$ cat src/verilog/gpib_parser_cfg.svh
// Character codes, error codes and timing constants of the command parser
`ifndef GPIB_PARSER_CFG_SVH
`define GPIB_PARSER_CFG_SVH
`define CH_COLON 8'h3a
`define CH_SEMI 8'h3b
`define CH_QMARK 8'h3f
`define CH_SPACE 8'h20
`define CH_SQUOTE 8'h27
`define CH_DQUOTE 8'h22
`define CH_NL 8'h0a
`define CH_STAR 8'h2a
`define CH_LOW_A 8'h61
`define CH_LOW_Z 8'h7a
`define CH_UP_A 8'h41
`define CH_UP_Z 8'h5a
`define CH_ZERO 8'h30
`define CH_NINE 8'h39
`define CASE_GAP 8'h20
`define ERR_SYNTAX 16'hff9a
`define ERR_QUERY_INT 16'hfe66
`define KEY_STATUS 32'h2a535442
`define KEY_FREQ 32'h46524551
`define KEY_CHARS 4
`define VALUE_CHARS 8
`define MAX_LEVEL 2'd2
`define CLK_PERIOD_NS 10
`define SETTLE_TIME_NS 150000000
`define SETTLE_CYCLES (`SETTLE_TIME_NS / `CLK_PERIOD_NS)
`endif

$ cat src/verilog/gpib_parser_pkg.sv
// Types and character helpers of the command parser
`include "gpib_parser_cfg.svh"
package gpib_parser_pkg;

   typedef struct packed {
      logic [31:0] chars;
      logic [3:0] digit;
      logic has_digit;
   } key_t;

   typedef struct packed {
      key_t [2:0] path;
      logic [1:0] level;
      logic query;
      logic has_value;
      logic quoted;
      logic [63:0] value;
      logic [3:0] value_len;
   } cmd_t;

   typedef enum logic [2:0] {
      ST_KEY = 3'b000,
      ST_SEMI = 3'b001,
      ST_VALUE = 3'b010,
      ST_QUOTE = 3'b011,
      ST_CLOSED = 3'b100,
      ST_QUERY = 3'b101,
      ST_SKIP = 3'b110
   } pstate_t;

   typedef enum logic [1:0] {
      EX_IDLE = 2'b00,
      EX_SEND = 2'b01
   } xstate_t;

   function automatic logic [7:0] fold_case(input logic [7:0] ch);
      if (ch >= `CH_LOW_A && ch <= `CH_LOW_Z)
         return ch - `CASE_GAP;
      return ch;
   endfunction : fold_case

   function automatic logic is_alpha(input logic [7:0] ch);
      logic [7:0] u;
      u = fold_case(ch);
      return u >= `CH_UP_A && u <= `CH_UP_Z;
   endfunction : is_alpha

   function automatic logic is_digit(input logic [7:0] ch);
      return ch >= `CH_ZERO && ch <= `CH_NINE;
   endfunction : is_digit

   // Long names keep four letters, less a trailing vowel, so both forms match
   function automatic key_t close_key(input logic [31:0] chars,
                                      input logic [2:0] klen,
                                      input logic [3:0] digit,
                                      input logic has_digit);
      key_t k;
      logic [7:0] l4;
      k.chars = chars;
      k.digit = digit;
      k.has_digit = has_digit;
      l4 = chars[7:0];
      if (klen > 3'(`KEY_CHARS) && (l4 == 8'h41 || l4 == 8'h45 ||
          l4 == 8'h49 || l4 == 8'h4f || l4 == 8'h55))
         k.chars[7:0] = 8'h00;
      return k;
   endfunction : close_key

endpackage : gpib_parser_pkg
$ cat src/verilog/gpib_command_parser.sv
// Command string parser and in-order dispatcher behind the instrument bus
//
// Notes on behaviour
// - Commands run one at a time, in order.
// - Bytes keep arriving while commands execute.
// - Structure checked before forwarding to hardware.
// - Command done once hardware has taken it.
// - Frequency settles within 150 ms.
// - Long keywords also accept short form.
// - Keywords and quoted values ignore letter case.
// - Bad punctuation reports syntax error -102.
// - Single or double quotes both delimit strings.
// - Colon descends one hierarchy level.
// - Semicolon keeps next command at same level.
// - Semicolon then colon returns to top.
// - Trailing question mark makes a query.
// - Query answers keep the setting's format.
// - Status command during pending query logs -410.
// - Message available flag set when result ready.
`timescale 1ns/1ps
`include "gpib_parser_cfg.svh"
module gpib_command_parser #(
   parameter int CMD_DEPTH = 4,
   parameter int unsigned SETTLE_CYCLES = `SETTLE_CYCLES
) (
   input wire logic i_clk,
   input wire logic i_rstn,
   input wire logic i_rx_valid,
   input wire logic [7:0] i_rx_byte,
   output logic o_rx_ready,
   output logic o_cmd_valid,
   output gpib_parser_pkg::cmd_t o_cmd,
   input wire logic i_cmd_accept,
   input wire logic i_result_ready,
   input wire logic i_result_is_string,
   input wire logic i_result_read,
   output logic o_result_quoted,
   output logic o_message_available_flag,
   output logic o_err_valid,
   output logic [15:0] o_err_code,
   output logic o_freq_settling
);
   import gpib_parser_pkg::*;
   localparam int PW = $clog2(CMD_DEPTH);

   pstate_t st_q, st_d;
   logic [1:0] level_q, level_d;
   key_t [2:0] path_q, path_d;
   logic [31:0] chars_q, chars_d;
   logic [2:0] klen_q, klen_d;
   logic [3:0] digit_q, digit_d;
   logic hasdig_q, hasdig_d, first_q, first_d, query_q, query_d;
   logic hasval_q, hasval_d, quoted_q, quoted_d;
   logic [7:0] delim_q, delim_d;
   logic [63:0] val_q, val_d;
   logic [3:0] vlen_q, vlen_d;
   logic end_cmd, perr, push, err_fire;
   logic [15:0] err_code;
   cmd_t cmd_new;
   cmd_t mem_q [CMD_DEPTH];
   logic [PW-1:0] wr_q, rd_q;
   logic [PW:0] cnt_q;
   xstate_t ex_q;
   logic qpend_q;
   logic [23:0] settle_q;

   wire take = i_rx_valid && o_rx_ready;
   wire [7:0] c = i_rx_byte;
   wire [7:0] cu = fold_case(c);
   wire is_term = (c == `CH_NL) || (c == `CH_SEMI);
   wire is_quote = (c == `CH_SQUOTE) || (c == `CH_DQUOTE);
   wire key_state = (st_q == ST_KEY) || (st_q == ST_SEMI);
   wire key_t cur_key = close_key(chars_q, klen_q, digit_q, hasdig_q);
   wire status_cmd = cmd_new.path[level_q].chars == `KEY_STATUS;
   wire qint = end_cmd && status_cmd && qpend_q;
   wire pop = (ex_q == EX_IDLE) && (cnt_q != '0);
   wire [PW:0] cnt_d = cnt_q + (PW+1)'(push) - (PW+1)'(pop);
   wire sent = (ex_q == EX_SEND) && i_cmd_accept;
   wire freq_cmd = !o_cmd.query && o_cmd.has_value &&
                   o_cmd.path[o_cmd.level].chars == `KEY_FREQ;
   wire [23:0] settle_d = (sent && freq_cmd) ? 24'(SETTLE_CYCLES) :
                          (settle_q != '0) ? settle_q - 24'h000001 : settle_q;

   always_comb begin
      cmd_new.path = path_q;
      if (key_state)
         cmd_new.path[level_q] = cur_key;
      cmd_new.level = level_q;
      cmd_new.query = query_q;
      cmd_new.has_value = hasval_q;
      cmd_new.quoted = quoted_q;
      cmd_new.value = val_q;
      cmd_new.value_len = vlen_q;
   end

   always_comb begin
      st_d = st_q;
      level_d = level_q;
      path_d = path_q;
      chars_d = chars_q;
      klen_d = klen_q;
      digit_d = digit_q;
      hasdig_d = hasdig_q;
      first_d = first_q;
      query_d = query_q;
      hasval_d = hasval_q;
      quoted_d = quoted_q;
      delim_d = delim_q;
      val_d = val_q;
      vlen_d = vlen_q;
      end_cmd = 1'b0;
      perr = 1'b0;
      if (take) begin
         case (st_q)
            ST_KEY, ST_SEMI: begin
               if (st_q == ST_SEMI && c == `CH_COLON) begin
                  level_d = 2'd0;
                  st_d = ST_KEY;
               end else if (c == `CH_COLON) begin
                  if (klen_q == '0 && first_q) begin
                     level_d = 2'd0;
                     first_d = 1'b0;
                  end else if (klen_q == '0 || level_q == `MAX_LEVEL) begin
                     perr = 1'b1;
                  end else begin
                     path_d[level_q] = cur_key;
                     level_d = level_q + 2'd1;
                     chars_d = '0;
                     klen_d = '0;
                     digit_d = '0;
                     hasdig_d = 1'b0;
                     st_d = ST_KEY;
                  end
               end else if (c == `CH_QMARK) begin
                  perr = (klen_q == '0);
                  path_d[level_q] = cur_key;
                  query_d = 1'b1;
                  st_d = ST_QUERY;
               end else if (c == `CH_SPACE) begin
                  if (klen_q != '0) begin
                     path_d[level_q] = cur_key;
                     st_d = ST_VALUE;
                  end
               end else if (is_term) begin
                  if (klen_q != '0)
                     end_cmd = 1'b1;
                  else if (!(c == `CH_NL && first_q))
                     perr = 1'b1;
               end else if ((is_alpha(c) || (c == `CH_STAR && klen_q == '0))
                            && !hasdig_q) begin
                  if (klen_q < 3'(`KEY_CHARS))
                     chars_d[8*(3-int'(klen_q)) +: 8] = cu;
                  if (klen_q <= 3'(`KEY_CHARS))
                     klen_d = klen_q + 3'd1;
                  first_d = 1'b0;
                  st_d = ST_KEY;
               end else if (is_digit(c) && klen_q != '0 && !hasdig_q) begin
                  digit_d = c[3:0];
                  hasdig_d = 1'b1;
               end else begin
                  perr = 1'b1;
               end
            end
            ST_VALUE, ST_QUOTE: begin
               if (st_q == ST_QUOTE && c == delim_q) begin
                  st_d = ST_CLOSED;
               end else if (st_q == ST_VALUE && is_term) begin
                  end_cmd = hasval_q;
                  perr = !hasval_q;
               end else if (c == `CH_NL) begin
                  perr = 1'b1;
               end else if (st_q == ST_VALUE && is_quote && !hasval_q) begin
                  delim_d = c;
                  quoted_d = 1'b1;
                  hasval_d = 1'b1;
                  st_d = ST_QUOTE;
               end else if (st_q == ST_QUOTE || hasval_q || c != `CH_SPACE)
                  begin
                  hasval_d = 1'b1;
                  if (vlen_q < 4'(`VALUE_CHARS)) begin
                     val_d[8*(7-int'(vlen_q)) +: 8] = cu;
                     vlen_d = vlen_q + 4'd1;
                  end
               end
            end
            ST_CLOSED, ST_QUERY: begin
               if (is_term)
                  end_cmd = 1'b1;
               else if (c != `CH_SPACE)
                  perr = 1'b1;
            end
            ST_SKIP: begin
               if (c == `CH_NL) begin
                  st_d = ST_KEY;
                  level_d = 2'd0;
                  first_d = 1'b1;
               end
            end
            default: st_d = ST_KEY;
         endcase
         if (end_cmd || perr) begin
            chars_d = '0;
            klen_d = '0;
            digit_d = '0;
            hasdig_d = 1'b0;
            query_d = 1'b0;
            hasval_d = 1'b0;
            quoted_d = 1'b0;
            val_d = '0;
            vlen_d = '0;
            first_d = (c == `CH_NL);
            st_d = (c == `CH_SEMI && end_cmd) ? ST_SEMI :
                   (c == `CH_NL) ? ST_KEY : ST_SKIP;
            if (c == `CH_NL)
               level_d = 2'd0;
         end
      end
   end

   assign push = end_cmd && !perr && !qint;
   assign err_fire = perr || qint;
   assign err_code = qint ? `ERR_QUERY_INT : `ERR_SYNTAX;

   always_ff @(posedge i_clk) begin
      if (push)
         mem_q[wr_q] <= cmd_new;
   end

   always_ff @(posedge i_clk) begin
      if (!i_rstn) begin
         st_q <= ST_KEY;
         level_q <= 2'd0;
         path_q <= '0;
         chars_q <= '0;
         klen_q <= '0;
         digit_q <= '0;
         hasdig_q <= 1'b0;
         first_q <= 1'b1;
         query_q <= 1'b0;
         hasval_q <= 1'b0;
         quoted_q <= 1'b0;
         delim_q <= '0;
         val_q <= '0;
         vlen_q <= '0;
      end else begin
         st_q <= st_d;
         level_q <= level_d;
         path_q <= path_d;
         chars_q <= chars_d;
         klen_q <= klen_d;
         digit_q <= digit_d;
         hasdig_q <= hasdig_d;
         first_q <= first_d;
         query_q <= query_d;
         hasval_q <= hasval_d;
         quoted_q <= quoted_d;
         delim_q <= delim_d;
         val_q <= val_d;
         vlen_q <= vlen_d;
      end
   end

   // Queue depth must be a power of two so pointers wrap by themselves
   always_ff @(posedge i_clk) begin
      if (!i_rstn) begin
         wr_q <= '0;
         rd_q <= '0;
         cnt_q <= '0;
         o_rx_ready <= 1'b0;
         ex_q <= EX_IDLE;
         o_cmd_valid <= 1'b0;
         o_cmd <= '0;
         qpend_q <= 1'b0;
         o_message_available_flag <= 1'b0;
         o_result_quoted <= 1'b0;
         o_err_valid <= 1'b0;
         o_err_code <= '0;
         settle_q <= '0;
         o_freq_settling <= 1'b0;
      end else begin
         wr_q <= wr_q + PW'(push);
         rd_q <= rd_q + PW'(pop);
         cnt_q <= cnt_d;
         o_rx_ready <= cnt_d < (PW+1)'(CMD_DEPTH);
         if (pop) begin
            o_cmd <= mem_q[rd_q];
            o_cmd_valid <= 1'b1;
            ex_q <= EX_SEND;
         end else if (sent) begin
            o_cmd_valid <= 1'b0;
            ex_q <= EX_IDLE;
         end
         qpend_q <= (sent && o_cmd.query) || (qpend_q && !i_result_read);
         o_message_available_flag <= i_result_ready ||
            (o_message_available_flag && !i_result_read);
         if (i_result_ready)
            o_result_quoted <= i_result_is_string;
         o_err_valid <= err_fire;
         if (err_fire)
            o_err_code <= err_code;
         settle_q <= settle_d;
         o_freq_settling <= settle_d != '0;
      end
   end
endmodule : gpib_command_parser

$ cat config.mk
export PLATFORM = sky130hd
export DESIGN_NAME = gpib_command_parser
export DESIGN_NICKNAME = d
export VERILOG_FILES = /design/src/verilog/gpib_parser_pkg.sv /design/src/verilog/gpib_command_parser.sv
export VERILOG_INCLUDE_DIRS = /design/src /design/src/verilog
export SDC_FILE = /design/constraint.sdc
export NUM_CORES = 2
export LEC_CHECK = 0
export ABC_AREA = 1
export BUFFER_PORTS_ARGS = -buffer_cell sky130_fd_sc_hd__buf_4
export CAP_MARGIN = 20
export CORE_ASPECT_RATIO = 1.75
export CORE_MARGIN = 2
export CORE_UTILIZATION = 52
export CTS_CLUSTER_SIZE = 30
export DETAILED_ROUTE_END_ITERATION = 10
export GPL_TIMING_DRIVEN = 0
export HOLD_SLACK_MARGIN = 0.05
export PLACE_DENSITY = 0.69
export SYNTH_ARGS = -nofsm -noshare
export SYNTH_HDL_FRONTEND = slang
export SYNTH_SLANG_ARGS = --single-unit
export TNS_END_PERCENT = 1
$ cat constraint.sdc
create_clock -name i_clk -period 18.71 [get_ports i_clk]
set_input_delay 2.8065 -clock i_clk [delete_from_list [all_inputs] [get_ports i_clk]]
set_output_delay 2.8065 -clock i_clk [all_outputs]
set_load 0.02 [all_outputs]
==> key figures <==
Worst setup path
  – R2r setup slk: roughly 11 ns
  – CP endpoint kind: flip-flop
  – Critical path peak fanout: 28
  – WP data required: around 19 ns
  – Worst path arrival time: 8.26 ns
  – Startpoint Class: flip-flop
  – WS Path Type: flip-flop to flip-flop

Detailed routing
  – Antenna viol nets, final: 0
  – Initial DRC Count: 3,511
  – Total number of vias: approximately 40,000
  – Routed WL: between 150,000 and 200,000 um
  – DRC: 0
  – Vias per cell: a little under 6
  – Pre-antenna DRT Iters: 6
  – WL per Instance: between 20 and 25 um

Yosys
  – Cell with the most instances after synthesis: nor2_1
  – Asr flop ratio synth: 0%
  – Leading post-synthesis cells by cell area: edfxtp_1, dfxtp_1, nor2_1
  – Primary FF master, synth: edfxtp_1
  – Commonest cells post-synth: nor2_1, o21ai_0, edfxtp_1
  – Yosys warning count: 0
  – Post-Syn Instances: 5,009
  – Syn avg cell area: 9.82 um^2
  – Area share of the largest cell type after synthesis: between 40 and 50%
  – Area leader, netlist: edfxtp_1
  – Post-synthesis cell type count: 60
  – Flops & latches, synth: roughly 1,200
  – Post-Syn Nets: ~5,000
  – Seq/Total Area, Yosys: 63.7%
  – Cell area after synthesis: between 40,000 and 50,000 um^2
  – Post-synth EDFFs: approximately 740

Clock tree
  – Total CTS buffers: roughly 110
  – Setup Buffers After CTS: 0
  – H-tree depth: 3
  – Cts repair resizes: 0
  – CTS Hold Buffers Added: 0
  – Root buffer cell: clkbuf_16
  – CTS Sinks: around 1,200
  – Clk slew on worst S/H paths: around 0.080 ns
  – CTS tree: done
  – Clk buf depth: 3
  – Clock Latency Late Sink: ~0.76 ns

STA
  – Fin crit share: about two fifths
  – Final clock skew: roughly 0.04 ns
  – Final min period: roughly 8 ns
  – Fmax: 0.128 GHz
  – Setup TNS: 0 ns
  – RSZ-0062 raised after global routing: no
  – Slew Limit Headroom: 12.1%
  – Final setup fails: 0
  – Hold Violations, Final: 0
  – Worst-Margin Slew: 1.30 ns
  – Hold Slack: roughly 0.45 ns
  – Slew Viols, Final: 0

Global routing
  – GR Overflow Total: 0
  – Initial antenna violation count: 4
  – Largest net degree at the start of global routing: 29
  – Wire length of the first global-routing pass: approximately 240,000 um
  – Vias in the first global route: ~38,000
  – GRT Total Usage: between 30% and 40%

Floorplanning
  – Die area: 97,100 um^2
  – Chip Height: just over 400 um
  – Num rows: 149
  – Core ar.: 94,000 um^2
  – Initial Util: between 50% and 60%
  – DIE WIDTH: 236 um
  – Io pins: ~220

Min path
  – Worst hold path type: flip-flop to flip-flop

Layout
  – Final net count: approximately 5,400
  – Util after Layout: 60.4%
  – Area grow syn2layout: 15.5%
  – Fin cells: between 6,000 and 7,000
  – Share of cells above drive strength 1: between 10% and 20%

Placement
  – Port bufs: ~220
  – Hpwl dp: 118,000 um
  – RD Place Congestion: between 1 and 1.5
  – Post-Place Cells: 6,479

Pwr
  – Power density over the cells: ~150 nW/um^2
  – Worst VDD drop: roughly 0.11 mV
  – P_leak: just over 20 nW

Flow run
  – Max cap viols: 0

Status
  – Outcome: finished clean
==> final timing paths <==
path / from / to / cells after the start
setup / recovery: level_q[0] / mem_q[3][107] / 20
hold / removal: chars_q[15] / chars_q[15] / 2
setup reg to reg: level_q[0] / mem_q[3][107] / 20
hold reg to reg: chars_q[15] / chars_q[15] / 2
==> cell type report <==
type	instances	area (um^2)
clock buffer	134	2960
tap	1208	1510
antenna	3	7.51
multi-input combinational	3242	15600
clock inverter	62	724
timing repair buffer	264	2380
fill	7924	37200
buffer	330	1380
inverter	240	906
sequential	1197	31300
==> critical path: stages, from the launching register on <==
cell	delay [ns]
dfxtp_1	0.44
clkbuf_1	0.40
inv_1	0.34
clkbuf_1	0.72
ha_1	0.37
clkbuf_1	0.36
clkbuf_1	0.49
o21ai_0	0.20
o21ai_0	1.04
o41ai_1	0.19
nand3_1	0.25
o21ai_0	0.14
nand3_1	0.18
nor2_1	0.06
nand2_1	0.17
nand4_1	0.25
nor2_4	0.76
buf_12	0.29
buf_12	0.23
buf_12	0.23
buf_12	0.24
==> power breakdown <==
group | leakage [nW] | switching, mW | internal, mW
Combinational | 8.22 | 1.98 | 0.828
Clock | 1.78 | 1.01 | 1.32
Sequential | 10.6 | 0.268 | 3.09
Total | 20.6 | 3.25 | 5.23
==> layout by cell type (no fill, tap or decap), drive strengths merged, types with 8 or more instances in the layout <==
master       n
edfxtp     736
a31oi      186
a21oi      129
a211oi     101
clkinv      37
o21ai      799
inv        242
nand2      569
ha          22
nor4        22
nand3      128
dfxtp      461
nor3        45
buf        342
xor2        17
bufinv      14
nand4       54
clkbuf     386
o31ai        8
clkinvlp     9
nor2      1098
==> layer usage <==
layer  part of all wire [%]  track usage [%]  up-vias
met1                     35             35.9    18700
met4                    8.4             24.2        2
met2                     50             58.7     1689
li1                       -                -    18100
met5                 0.0080                0        -
met3                    6.4             5.02      497
==> cell families after synthesis <==
group / after synthesis / synth area share (%)
buffers and inverters: 570 / 4.65
and+or+nand+nor: 1941 / 16.5
other: 1 / 0.00763
xor gates and xnor gates: 23 / 0.410
DFF: 1197 / 63.7
AOI/OAI and AO/OA: 1247 / 14.0
muxes: 7 / 0.142
adders and majority gates: 23 / 0.600
==> through the flow <==
stage	area, um^2	setup WS [ns]	power, mW
4_1_cts	56800	11.01	8.46
3_3_place_gp	52300	-1.74	6.12
2_1_floorplan	49200	6.04	4.93
3_5_place_dp	53100	11.03	6.17
5_1_grt	56800	10.67	8.84
6_report	56800	10.88	8.49
==> state kept, by name (all words and copies together), names as in the netlist, 2 cells and up <==
name and cells:
o_err_code 3, settle_q 24, klen_q 3, chars_q 32, delim_q 8, path_q 111, o_cmd 184, digit_q 4
rd_q 2, st_q 3, val_q 64, level_q 2, wr_q 2, mem_q 736, vlen_q 4, cnt_q 3
(Power assumes the default switching activity.)
